## config.mk

```make
export PLATFORM = sky130hd
export DESIGN_NAME = rafl_top
export DESIGN_NICKNAME = d
export VERILOG_FILES = /design/src/design/rafl_pkg.sv /design/src/design/rafl_avg_if.sv /design/src/design/rafl_boxcar.sv /design/src/design/rafl_top.sv
export SDC_FILE = /design/constraint.sdc
export NUM_CORES = 2
export LEC_CHECK = 0
export ABC_AREA = 1
export BUFFER_PORTS_ARGS = -buffer_cell sky130_fd_sc_hd__buf_2
export CAP_MARGIN = 20
export CORE_UTILIZATION = 40
export CTS_BUF_LIST = sky130_fd_sc_hd__clkbuf_8
export DETAILED_ROUTE_END_ITERATION = 6
export SYNTH_ARGS = -nofsm -noshare
export SYNTH_HDL_FRONTEND = slang
export SYNTH_SLANG_ARGS = --single-unit
```

## constraint.sdc

```tcl
create_clock -name I_SYS_CLK -period 89.4 [get_ports I_SYS_CLK]
set_input_delay 13.41 -clock I_SYS_CLK [delete_from_list [all_inputs] [get_ports I_SYS_CLK]]
set_output_delay 13.41 -clock I_SYS_CLK [all_outputs]
set_load 0.01 [all_outputs]
```

## src/design/rafl_pkg.sv

```systemverilog
// constants shared by the reading average filter files
package rafl_pkg;
    // ****************************************************************
    // register map (byte addresses, one 32-bit word each)
    // ****************************************************************
    localparam logic [7:0] ADR_CTRL = 8'h00;
    localparam logic [7:0] ADR_CONFIG = 8'h04;
    localparam logic [7:0] ADR_INTEG = 8'h08;
    localparam logic [7:0] ADR_DIGITS = 8'h0C;
    localparam logic [7:0] ADR_STATUS = 8'h10;
    localparam logic [7:0] ADR_IRQ_STAT = 8'h14;
    localparam logic [7:0] ADR_IRQ_MASK = 8'h18;
    localparam logic [7:0] ADR_AVG = 8'h1C;
    // ****************************************************************
    // field positions
    // ****************************************************************
    localparam int CTRL_EN = 0;
    localparam int CTRL_RESP_LO = 1;
    localparam int CTRL_TYPE_LO = 3;
    localparam int CTRL_PRESET = 5;
    localparam int CTRL_IFC_RST = 6;
    localparam int CFG_FUNC_LO = 0;
    localparam int CFG_RANGE_LO = 2;
    localparam int CFG_CHAN = 5;
    localparam int CFG_TC = 6;
    localparam int ST_SETTLED = 0;
    localparam int ST_ANALOG = 1;
    localparam int ST_COUNT_LO = 8;
    localparam int IRQ_READING = 0;
    localparam int IRQ_CNT_RESET = 1;
    localparam int IRQ_SETTLED = 2;
    localparam int IRQ_W = 3;
    // ****************************************************************
    // encodings and reset values
    // ****************************************************************
    localparam logic [1:0] RESP_FAST = 2'h0;
    localparam logic [1:0] RESP_MEDIUM = 2'h1;
    localparam logic [1:0] RESP_SLOW = 2'h2;
    localparam logic [1:0] TYPE_DIGITAL = 2'h0;
    localparam logic [1:0] TYPE_ANALOG = 2'h1;
    localparam logic [1:0] TYPE_COMBINED = 2'h2; // combined_filter_select
    localparam logic [1:0] FUNC_DCV = 2'h0;
    localparam logic [1:0] FUNC_RES = 2'h1;
    localparam logic [1:0] FUNC_FRES = 2'h2;
    localparam logic [1:0] FUNC_TEMP = 2'h3;
    localparam logic [2:0] RANGE_1MV = 3'h0;
    localparam logic [2:0] RANGE_100MV = 3'h2;
    // integration_line_cycles codes: 0.02 0.2 1 2 10 20 100 200
    localparam logic [2:0] ILC_0P02 = 3'h0;
    localparam logic [2:0] ILC_0P2 = 3'h1;
    localparam logic [2:0] ILC_10 = 3'h4;
    localparam logic [2:0] ILC_20 = 3'h5;
    localparam logic [2:0] ILC_RESET = ILC_10;
    localparam logic [2:0] DIG_MIN = 3'h4;
    localparam logic [2:0] DIG_RESET = 3'h6;
    localparam logic [2:0] DIG_MAX = 3'h7;
    // ****************************************************************
    // window lengths, deviation bands, timing
    // ****************************************************************
    localparam logic [6:0] LEN_FAST = 7'h0A;
    localparam logic [6:0] LEN_MEDIUM = 7'h32;
    localparam logic [6:0] LEN_SLOW = 7'h64;
    localparam int PPM_FAST_1MV = 400;
    localparam int PPM_MED_1MV = 700;
    localparam int PPM_SLOW_1MV = 2000;
    localparam int PPM_FAST = 100;
    localparam int PPM_MED = 300;
    localparam int PPM_SLOW = 1000;
    localparam longint PPM_DEN = 1000000;
    localparam int CLK_HZ = 25000000;
    localparam int FLASH_HALF_MS = 250;
    localparam int FLASH_CYC = CLK_HZ / 1000 * FLASH_HALF_MS;
    localparam int DW = 24;
    localparam int CW = 7;
    localparam int DEPTH = 100;
endpackage : rafl_pkg

```

## src/design/rafl_avg_if.sv

```systemverilog
// carrier between the control logic and the boxcar core
`timescale 1ns/1ns
interface rafl_avg_if;
    logic push;
    logic restart;
    logic clear;
    logic [rafl_pkg::CW-1:0] len;
    logic signed [rafl_pkg::DW-1:0] sample;
    logic signed [rafl_pkg::DW-1:0] avg;
    logic [rafl_pkg::CW-1:0] count;
    logic done;
    modport ctl (output push, restart, clear, len, sample,
                 input avg, count, done);
    modport core (input push, restart, clear, len, sample,
                  output avg, count, done);
endinterface : rafl_avg_if

```

## src/design/rafl_boxcar.sv

```systemverilog
// equal-weight moving average core with its own sample ring
`timescale 1ns/1ns
module rafl_boxcar #(
    parameter int DEPTH = rafl_pkg::DEPTH
) (
    input wire logic i_clk,
    input wire logic i_rst,
    rafl_avg_if.core bus
);
    localparam int DW = rafl_pkg::DW;
    localparam int CW = rafl_pkg::CW;
    logic signed [DW-1:0] mem [0:DEPTH-1];
    logic signed [31:0] sum;
    logic [CW-1:0] wptr;
    logic start;
    logic [CW-1:0] waddr;
    logic [CW-1:0] next_wptr;
    logic signed [31:0] next_sum;
    logic [CW-1:0] next_count;
    logic signed [31:0] den;
    logic signed [31:0] quot;
    logic signed [31:0] ext;
    logic signed [31:0] oldest;

    // a reset of the count starts a fresh window with this sample
    assign start = bus.restart | bus.clear | (bus.count == '0);
    assign waddr = start ? '0 : wptr;
    assign ext = 32'(bus.sample);
    assign oldest = 32'(mem[wptr]);

    // running sum: grow until full, then drop the oldest sample
    always_comb begin
        next_sum = sum;
        next_count = bus.count;
        if (start) begin
            next_sum = ext;
            next_count = 7'h01;
        end else if (bus.count < bus.len) begin
            next_sum = sum + ext;
            next_count = bus.count + 7'h01;
        end else begin
            next_sum = sum + ext - oldest;
        end
        next_wptr = (waddr + 7'h01 == bus.len) ? '0 : waddr + 7'h01;
        den = {25'h000_0000, next_count};
        quot = next_sum / den;
    end

    // sample ring, written only on a triggered reading
    always_ff @(posedge i_clk) begin
        if (bus.push) begin
            mem[waddr] <= bus.sample;
        end
    end

    // window state
    always_ff @(posedge i_clk or posedge i_rst) begin
        if (i_rst) begin
            sum <= 32'h0000_0000;
            bus.count <= '0;
            wptr <= '0;
        end else if (bus.push) begin
            sum <= next_sum;
            bus.count <= next_count;
            wptr <= next_wptr;
        end else if (bus.clear) begin
            sum <= 32'h0000_0000;
            bus.count <= '0;
            wptr <= '0;
        end
    end

    // averaged result, one cycle after the push
    always_ff @(posedge i_clk or posedge i_rst) begin
        if (i_rst) begin
            bus.avg <= '0;
            bus.done <= 1'b0;
        end else begin
            bus.done <= bus.push;
            if (bus.push) begin
                bus.avg <= quot[DW-1:0];
            end
        end
    end
endmodule : rafl_boxcar

```

## src/design/rafl_top.sv

```systemverilog
// reading average filter: control, status and wishbone registers
// Function
// - output is equal-weight boxcar average of window
// - window lengths 100 slow, 50 medium, 10 fast
// - mean of readings so far, indicator flashes
// - filter advances only on triggered readings
// - config change resets count, restarts flashing; a tc or filter type change does not
// - 1 mV deviation bands 400/700/2000 ppm
// - other ranges bands 100/300/1000 ppm
// - settled status bit reported with each reading
// - remote reset or preset disables digital filter
// - filter type digital, analog or both, restricted; analog type still runs the digital average
// - eight integration choices, 10 after reset
// - integration time remembered per measurement function
// - digit cap from integration time and filter
`timescale 1ns/1ns
module rafl_top #(
    parameter int FS_COUNTS = 1000000,
    parameter int FLASH_CYCLES = rafl_pkg::FLASH_CYC
) (
    input wire logic I_SYS_CLK,
    input wire logic I_RST,
    input wire logic i_wb_cyc,
    input wire logic i_wb_stb,
    input wire logic i_wb_we,
    input wire logic [7:0] i_wb_adr,
    input wire logic [3:0] i_wb_sel,
    input wire logic [31:0] i_wb_dat,
    output logic [31:0] o_wb_dat,
    output logic o_wb_ack,
    input wire logic i_rdg_valid,
    input wire logic signed [rafl_pkg::DW-1:0] i_rdg_data,
    output logic o_out_valid,
    output logic signed [rafl_pkg::DW-1:0] o_out_data,
    output logic o_out_settled,
    output logic o_filt_ind,
    output logic o_analog_en,
    output logic [2:0] o_integ_code,
    output logic [2:0] o_digits,
    output logic o_irq
);
    // ****************************************************************
    // deviation thresholds in reading counts
    // ****************************************************************
    localparam longint FS = FS_COUNTS;
    localparam logic [31:0] THR_F1 =
        32'(FS * rafl_pkg::PPM_FAST_1MV / rafl_pkg::PPM_DEN);
    localparam logic [31:0] THR_M1 =
        32'(FS * rafl_pkg::PPM_MED_1MV / rafl_pkg::PPM_DEN);
    localparam logic [31:0] THR_S1 =
        32'(FS * rafl_pkg::PPM_SLOW_1MV / rafl_pkg::PPM_DEN);
    localparam logic [31:0] THR_F =
        32'(FS * rafl_pkg::PPM_FAST / rafl_pkg::PPM_DEN);
    localparam logic [31:0] THR_M =
        32'(FS * rafl_pkg::PPM_MED / rafl_pkg::PPM_DEN);
    localparam logic [31:0] THR_S =
        32'(FS * rafl_pkg::PPM_SLOW / rafl_pkg::PPM_DEN);
    localparam logic [23:0] FLASH_LAST = 24'(FLASH_CYCLES - 1);

    // ****************************************************************
    // declarations
    // ****************************************************************
    rafl_avg_if avg_bus ();
    logic filt_on;
    logic [1:0] resp;
    logic [1:0] ftype;
    logic [1:0] func;
    logic [2:0] range_sel;
    logic chan;
    logic tc;
    logic [2:0] integ_tbl [0:3];
    logic [2:0] dig_req;
    logic [rafl_pkg::IRQ_W-1:0] irq_stat;
    logic [rafl_pkg::IRQ_W-1:0] irq_mask;
    logic [23:0] flash_cnt;
    logic blink;
    logic req;
    logic wr;
    logic [7:0] wd;
    logic cfg_chg;
    logic integ_chg;
    logic ctrl_chg;
    logic clear_req;
    logic dev_reset;
    logic analog_ok;
    logic settled;
    logic [2:0] dig_cap;
    logic [2:0] dig_shown;
    logic [31:0] thr;
    logic signed [31:0] diff;
    logic [31:0] mag;
    logic [rafl_pkg::IRQ_W-1:0] irq_set;
    logic [31:0] rd_val;
    logic [6:0] win_len;

    // ****************************************************************
    // register bus decode
    // ****************************************************************
    assign req = i_wb_cyc & i_wb_stb & ~o_wb_ack;
    assign wr = i_wb_cyc & i_wb_stb & o_wb_ack & i_wb_we & i_wb_sel[0];
    assign wd = i_wb_dat[7:0];

    // change detection on configuration writes
    always_comb begin
        cfg_chg = 1'b0;
        integ_chg = 1'b0;
        ctrl_chg = 1'b0;
        if (wr && i_wb_adr == rafl_pkg::ADR_CONFIG) begin
            cfg_chg = (wd[1:0] != func) | (wd[4:2] != range_sel)
                | (wd[rafl_pkg::CFG_CHAN] != chan);
        end
        if (wr && i_wb_adr == rafl_pkg::ADR_INTEG) begin
            integ_chg = wd[2:0] != integ_tbl[func];
        end
        if (wr && i_wb_adr == rafl_pkg::ADR_CTRL) begin
            ctrl_chg = (wd[2:1] != resp) | (wd[rafl_pkg::CTRL_EN] & ~filt_on);
        end
    end
    assign clear_req = cfg_chg | integ_chg | ctrl_chg;

    // ****************************************************************
    // control registers
    // ****************************************************************
    // filter enable, response and type; reset and preset switch it off
    always_ff @(posedge I_SYS_CLK or posedge I_RST) begin
        if (I_RST) begin
            filt_on <= 1'b0;
            resp <= rafl_pkg::RESP_FAST;
            ftype <= rafl_pkg::TYPE_DIGITAL;
        end else if (wr && i_wb_adr == rafl_pkg::ADR_CTRL) begin
            resp <= (wd[2:1] == 2'h3) ? rafl_pkg::RESP_SLOW : wd[2:1];
            ftype <= (wd[4:3] == 2'h3) ? rafl_pkg::TYPE_COMBINED
                : wd[4:3];
            if (wd[rafl_pkg::CTRL_PRESET] || wd[rafl_pkg::CTRL_IFC_RST]) begin
                filt_on <= 1'b0;
            end else begin
                filt_on <= wd[rafl_pkg::CTRL_EN];
            end
        end
    end

    // measurement configuration
    always_ff @(posedge I_SYS_CLK or posedge I_RST) begin
        if (I_RST) begin
            func <= rafl_pkg::FUNC_DCV;
            range_sel <= rafl_pkg::RANGE_1MV;
            chan <= 1'b0;
            tc <= 1'b0;
        end else if (wr && i_wb_adr == rafl_pkg::ADR_CONFIG) begin
            func <= wd[1:0];
            range_sel <= wd[4:2];
            chan <= wd[rafl_pkg::CFG_CHAN];
            tc <= wd[rafl_pkg::CFG_TC];
        end
    end

    // per-function integration time table
    always_ff @(posedge I_SYS_CLK or posedge I_RST) begin
        if (I_RST) begin
            for (int i = 0; i < 4; i++) begin
                integ_tbl[i] <= rafl_pkg::ILC_RESET;
            end
        end else if (wr && i_wb_adr == rafl_pkg::ADR_CTRL
                     && wd[rafl_pkg::CTRL_IFC_RST]) begin
            for (int i = 0; i < 4; i++) begin
                integ_tbl[i] <= rafl_pkg::ILC_RESET;
            end
        end else if (wr && i_wb_adr == rafl_pkg::ADR_INTEG) begin
            integ_tbl[func] <= wd[2:0];
        end
    end

    // requested digits, restored on interface reset or preset
    always_ff @(posedge I_SYS_CLK or posedge I_RST) begin
        if (I_RST) begin
            dig_req <= rafl_pkg::DIG_RESET;
        end else if (wr && i_wb_adr == rafl_pkg::ADR_CTRL
                     && (wd[rafl_pkg::CTRL_IFC_RST]
                         || wd[rafl_pkg::CTRL_PRESET])) begin
            dig_req <= rafl_pkg::DIG_RESET;
        end else if (wr && i_wb_adr == rafl_pkg::ADR_DIGITS) begin
            dig_req <= (wd[2:0] < rafl_pkg::DIG_MIN) ? rafl_pkg::DIG_MIN
                : wd[2:0];
        end
    end

    // ****************************************************************
    // derived settings
    // ****************************************************************
    always_comb begin
        case (resp)
            rafl_pkg::RESP_MEDIUM: win_len = rafl_pkg::LEN_MEDIUM;
            rafl_pkg::RESP_SLOW: win_len = rafl_pkg::LEN_SLOW;
            default: win_len = rafl_pkg::LEN_FAST;
        endcase
        if (range_sel == rafl_pkg::RANGE_1MV) begin
            case (resp)
                rafl_pkg::RESP_MEDIUM: thr = THR_M1;
                rafl_pkg::RESP_SLOW: thr = THR_S1;
                default: thr = THR_F1;
            endcase
        end else begin
            case (resp)
                rafl_pkg::RESP_MEDIUM: thr = THR_M;
                rafl_pkg::RESP_SLOW: thr = THR_S;
                default: thr = THR_F;
            endcase
        end
        // digit cap: filter off / on
        case (integ_tbl[func])
            rafl_pkg::ILC_0P02: dig_cap = filt_on ? 3'h5 : 3'h4;
            rafl_pkg::ILC_0P2: dig_cap = filt_on ? 3'h6 : 3'h5;
            3'h2, 3'h3, rafl_pkg::ILC_10:
                dig_cap = filt_on ? 3'h7 : 3'h6;
            default: dig_cap = rafl_pkg::DIG_MAX;
        endcase
        dig_shown = (dig_req > dig_cap) ? dig_cap : dig_req;
        // analog path only for thermocouple or low voltage ranges
        analog_ok = (func == rafl_pkg::FUNC_TEMP && tc)
            || (func == rafl_pkg::FUNC_DCV
                && range_sel <= rafl_pkg::RANGE_100MV);
    end

    // ****************************************************************
    // averaging core and deviation check
    // ****************************************************************
    assign diff = 32'(i_rdg_data) - 32'(avg_bus.avg);
    assign mag = diff[31] ? 32'(-diff) : diff;
    assign dev_reset = (avg_bus.count != '0) && (mag > thr);
    assign settled = avg_bus.count == win_len;
    assign avg_bus.push = i_rdg_valid & filt_on;
    assign avg_bus.restart = dev_reset;
    assign avg_bus.clear = clear_req;
    assign avg_bus.len = win_len;
    assign avg_bus.sample = i_rdg_data;

    rafl_boxcar #(
        .DEPTH(rafl_pkg::DEPTH)
    ) u_boxcar (
        .i_clk(I_SYS_CLK),
        .i_rst(I_RST),
        .bus(avg_bus)
    );

    // ****************************************************************
    // reading output path
    // ****************************************************************
    always_ff @(posedge I_SYS_CLK or posedge I_RST) begin
        if (I_RST) begin
            o_out_valid <= 1'b0;
            o_out_data <= '0;
            o_out_settled <= 1'b0;
        end else if (avg_bus.done) begin
            o_out_valid <= 1'b1;
            o_out_data <= avg_bus.avg;
            o_out_settled <= settled;
        end else if (i_rdg_valid && !filt_on) begin
            o_out_valid <= 1'b1;
            o_out_data <= i_rdg_data;
            o_out_settled <= 1'b1;
        end else begin
            o_out_valid <= 1'b0;
        end
    end

    // flash timebase for the filter indicator
    always_ff @(posedge I_SYS_CLK or posedge I_RST) begin
        if (I_RST) begin
            flash_cnt <= 24'h00_0000;
            blink <= 1'b0;
        end else if (flash_cnt >= FLASH_LAST) begin
            flash_cnt <= 24'h00_0000;
            blink <= ~blink;
        end else begin
            flash_cnt <= flash_cnt + 24'h00_0001;
        end
    end

    // status pins: indicator steady only once the window is full
    always_ff @(posedge I_SYS_CLK or posedge I_RST) begin
        if (I_RST) begin
            o_filt_ind <= 1'b0;
            o_analog_en <= 1'b0;
            o_integ_code <= rafl_pkg::ILC_RESET;
            o_digits <= rafl_pkg::DIG_RESET;
        end else begin
            o_filt_ind <= filt_on & (settled | blink);
            o_analog_en <= filt_on & (ftype != rafl_pkg::TYPE_DIGITAL)
                & analog_ok;
            o_integ_code <= integ_tbl[func];
            o_digits <= dig_shown;
        end
    end

    // ****************************************************************
    // interrupts
    // ****************************************************************
    assign irq_set[rafl_pkg::IRQ_READING] = avg_bus.done
        | (i_rdg_valid & ~filt_on);
    assign irq_set[rafl_pkg::IRQ_CNT_RESET] = filt_on
        & ((avg_bus.push & dev_reset) | clear_req);
    assign irq_set[rafl_pkg::IRQ_SETTLED] = avg_bus.done & settled;

    // sticky status, write one to clear, a new event wins
    always_ff @(posedge I_SYS_CLK or posedge I_RST) begin
        if (I_RST) begin
            irq_stat <= '0;
        end else if (wr && i_wb_adr == rafl_pkg::ADR_IRQ_STAT) begin
            irq_stat <= (irq_stat & ~wd[rafl_pkg::IRQ_W-1:0]) | irq_set;
        end else begin
            irq_stat <= irq_stat | irq_set;
        end
    end

    // mask register and level interrupt output
    always_ff @(posedge I_SYS_CLK or posedge I_RST) begin
        if (I_RST) begin
            irq_mask <= '0;
            o_irq <= 1'b0;
        end else begin
            if (wr && i_wb_adr == rafl_pkg::ADR_IRQ_MASK) begin
                irq_mask <= wd[rafl_pkg::IRQ_W-1:0];
            end
            o_irq <= |(irq_stat & irq_mask);
        end
    end

    // ****************************************************************
    // read mux and acknowledge
    // ****************************************************************
    always_comb begin
        rd_val = 32'h0000_0000;
        case (i_wb_adr)
            rafl_pkg::ADR_CTRL:
                rd_val[4:0] = {ftype, resp, filt_on};
            rafl_pkg::ADR_CONFIG:
                rd_val[6:0] = {tc, chan, range_sel, func};
            rafl_pkg::ADR_INTEG: rd_val[2:0] = integ_tbl[func];
            rafl_pkg::ADR_DIGITS: rd_val[6:0] = {dig_cap, 1'b0, dig_shown};
            rafl_pkg::ADR_STATUS: begin
                rd_val[rafl_pkg::ST_SETTLED] = settled | ~filt_on;
                rd_val[rafl_pkg::ST_ANALOG] = o_analog_en;
                rd_val[14:8] = avg_bus.count;
            end
            rafl_pkg::ADR_IRQ_STAT: rd_val[2:0] = irq_stat;
            rafl_pkg::ADR_IRQ_MASK: rd_val[2:0] = irq_mask;
            rafl_pkg::ADR_AVG: rd_val = 32'(avg_bus.avg);
            default: rd_val = 32'h0000_0000;
        endcase
    end

    // one wait state, ack drops the cycle after it is given
    always_ff @(posedge I_SYS_CLK or posedge I_RST) begin
        if (I_RST) begin
            o_wb_ack <= 1'b0;
            o_wb_dat <= 32'h0000_0000;
        end else begin
            o_wb_ack <= req;
            if (req && !i_wb_we) begin
                o_wb_dat <= rd_val;
            end
        end
    end
endmodule : rafl_top

```

==> metrics <==
Worst Hold Path EP flash_cnt[0]$_DFF_PP0_; Crit. End Element flop; Final Slew Violations 0; Clock Pin Slew Worst Setup and Hold Paths 0.06 ns; CP Data Required Time 90.23 ns; Worst Clk Skew 0.146 ns; Slew HR 16.0%; syn nets 14.3k; number of port buffers 113; post-synth top area cell edfxtp_1; max frequency 12.1 MHz; Slowest-stage cell, CP or4_1; RR Endpoint u_boxcar.bus.avg[18]$_DFFE_PP0P_; Wirelength per Cell 22.2 um; Max stage delay on crit path 0.52 ns; reg2reg path depth 462; clk root buf clkbuf_8; initial antenna violation count 29; worst-path fanout max 26; syn_area_per_cell 9.75 um2; Yosys warnings 0; failing checks design-rule violations; ranking of synthesized cells by area edfxtp_1, o21ai_0, nor2_1; fraction of layout cells with a size suffix above 1 13.0%; drc violations 6; Detailed Route WL 418000 um; fin crit period 82.43 ns; Final Hold Vio Count 0; Setup crit start kind input pin; die outline height 583 um; total CTS buffers 404; Layout Nets 14.4k; Worst-Skew Late Latency 1.06 ns; first-pass GRT wire length 613000 um; vias in the first global route 96.5k; core area 337000 um2; # H-tree levels 5; FF+latch count, synth 2588; CP arrival 83.26 ns; most frequent cells in the layout edfxtp_1, nor2_1, nand2_1, o21ai_0, inv_1; Synth-to-Final Area Change 9.98%; row cnt 213; post-route antenna net violation count 0; DR iter-0 viols 11.1k; max-cap viol count 0; synthesized cell area 135000 um2; Main synth FF type edfxtp_1; total negative setup slack 0 ns; Die ar. 340000 um2; GP Congestion 0.902; Max Root-Sink Buffers 4; Initial Utilization 40.2%; post-detail-place hpwl 260000 um; Post-synth EDFFs 2400; top-area cell type share of the netlist area 53.3%; worst hold start flash_cnt[0]$_DFF_PP0_; Ports 142; Setup Viol. Count Final 0; Util after Layout 44.2%; Placed Cells incl. Taps 18.1k; largest net degree at the start of global routing 199; Die W 583 um; Post-Layout Cell Count 18.9k; Yosys cell types 100; DRT Pass-1 Iters 7; Tcrit/Tclk final 92.2%; run status finished, violations left; register area share after synthesis 56.8%; CP most frequent cell nand2_1; Slew @ Worst Pin 1.25 ns; Via density 5.53; asr flop ratio synth 7.26%; clock tree from TritonCTS yes; Mapped Cells 13.9k; via count 104k; flop2flop setup slack 14.98 ns; Congestion Overflow GR 0; crit path kind in2reg; CTS Sinks 2588; type of the worst min-delay path reg2reg; total track usage 23.7%; hold path cells 1; most common cell after layout, fill and taps aside edfxtp_1; reg2reg start u_boxcar.wptr[0]$_DFFE_PP0P_
==> synthesized netlist by cell type, types with 17 or more instances <==
library cell and n:
or2_2 32, o21ai_1 82, nand2_1 1811, clkinv_1 36
nor3_1 69, nand2_4 66, a21oi_1 330, nand3_2 123
nor2_4 52, nand3_1 600, o31ai_1 43, buf_1 24
o221ai_1 85, buf_6 33, o21a_1 19, nand3_4 29
o21ai_0 1812, o32ai_1 26, nand3b_1 38, nand2_2 208
o21ai_2 33, o21bai_1 31, xnor2_1 76, clkbuf_1 557
a21o_1 21, dfrtp_1 180, o22ai_1 628, nor2_2 100
inv_2 84, nand4_1 212, nor2_1 2283, xor2_1 195
ha_1 317, a221oi_1 17, edfxtp_1 2400, inv_1 914
a31oi_1 43, o211ai_1 22
==> critical path: cells and delay by family <==
kind	cells	cell delay [ns]
compound gates	123	20.43
fa+ha+maj	35	11.59
simple gates	226	28.66
xor+xnor	2	0.41
buf+inv	78	8.50
==> cell families (layout without fill, tap and decap cells) <==
group	Yosys count	in the layout	share of synthesized area (%)
and+or+nand+nor	5697	5701	19.5
AOI/OAI and AO/OA	3264	3265	13.6
DFF	2588	2588	56.8
buffers and inverters	1727	2198	5.38
adders and majority gates	320	320	2.98
xor gates and xnor gates	272	272	1.77
other	2	7	0.00555
muxes	2	2	0.0148
==> state kept, by name, summed over array words and instances (netlist names), 2 cells and up <==
| name | flops |
|---|---|
| u_boxcar.mem | 2400 |
| u_boxcar.sum | 32 |
| flash_cnt | 24 |
| o_out_data | 24 |
| o_wb_dat | 24 |
| u_boxcar.bus.avg | 24 |
| integ_tbl | 12 |
| u_boxcar.bus.count | 7 |
| u_boxcar.wptr | 7 |
| irq_mask | 3 |
| irq_stat | 3 |
| o_digits | 3 |
| o_integ_code | 3 |
| range_sel | 3 |
| dig_req | 2 |
| ftype | 2 |
| func | 2 |
| resp | 2 |
==> layer usage <==
metal  vias up  global-route usage (%)  share of wire [%]  wire length [um]
met2      3848                    37.5                 45            187000
met3       640                    3.49                8.2             34300
li1      49300                       -                  -                 -
met1     50500                    33.5                 44            183000
met5         -                       0             0.0045                19
met4         2                    7.40                3.1             13000
==> area by class of cell <==
| type | count | area, um2 |
|---|---|---|
| antenna | 5 | 12.5 |
| tap | 4515 | 5650 |
| timing repair buffer | 439 | 3300 |
| sequential | 2588 | 76800 |
| clock buffer | 417 | 5740 |
| fill | 32200 | 188000 |
| multi-input combinational | 9562 | 51700 |
| clock inverter | 285 | 1370 |
| inverter | 1057 | 4150 |
==> worst max path at each step <==
stage	startpoint	endpoint	slack, ns
after floorplan	i_rdg_data[0]	u_boxcar.bus.avg[20]$_DFFE_PP0P_	9.28
after global placement	i_rdg_data[1]	u_boxcar.bus.avg[18]$_DFFE_PP0P_	1.23
after detailed placement	i_rdg_data[1]	u_boxcar.bus.avg[18]$_DFFE_PP0P_	0.42
after CTS	i_rdg_data[1]	u_boxcar.bus.avg[18]$_DFFE_PP0P_	1.20
after global routing	i_rdg_data[1]	u_boxcar.bus.avg[18]$_DFFE_PP0P_	-0.13
final	i_rdg_data[5]	u_boxcar.bus.avg[18]$_DFFE_PP0P_	6.97
==> through the flow <==
| stage | setup slack (ns) | area (um2) | hold WS [ns] |
|---|---|---|---|
| final | 6.97 | 149000 | 0.455 |
| after detailed placement | 0.419 | 141000 | 0.452 |
| after CTS | 1.20 | 148000 | 0.459 |
| after global placement | 1.23 | 141000 | 0.448 |
| after global routing | -0.132 | 149000 | 0.492 |
| after floorplan | 9.28 | 135000 | 0.433 |
==> timing repair <==
item	CTS	global route
buffers inserted	0	49
resized for setup	0	89
endpoints found under the setup margin	0	24
hold buffers	0	0
Power is left out: the tool's default activity adds up to more than one toggle a clock period on the data nets, which glitch-free logic cannot reach.
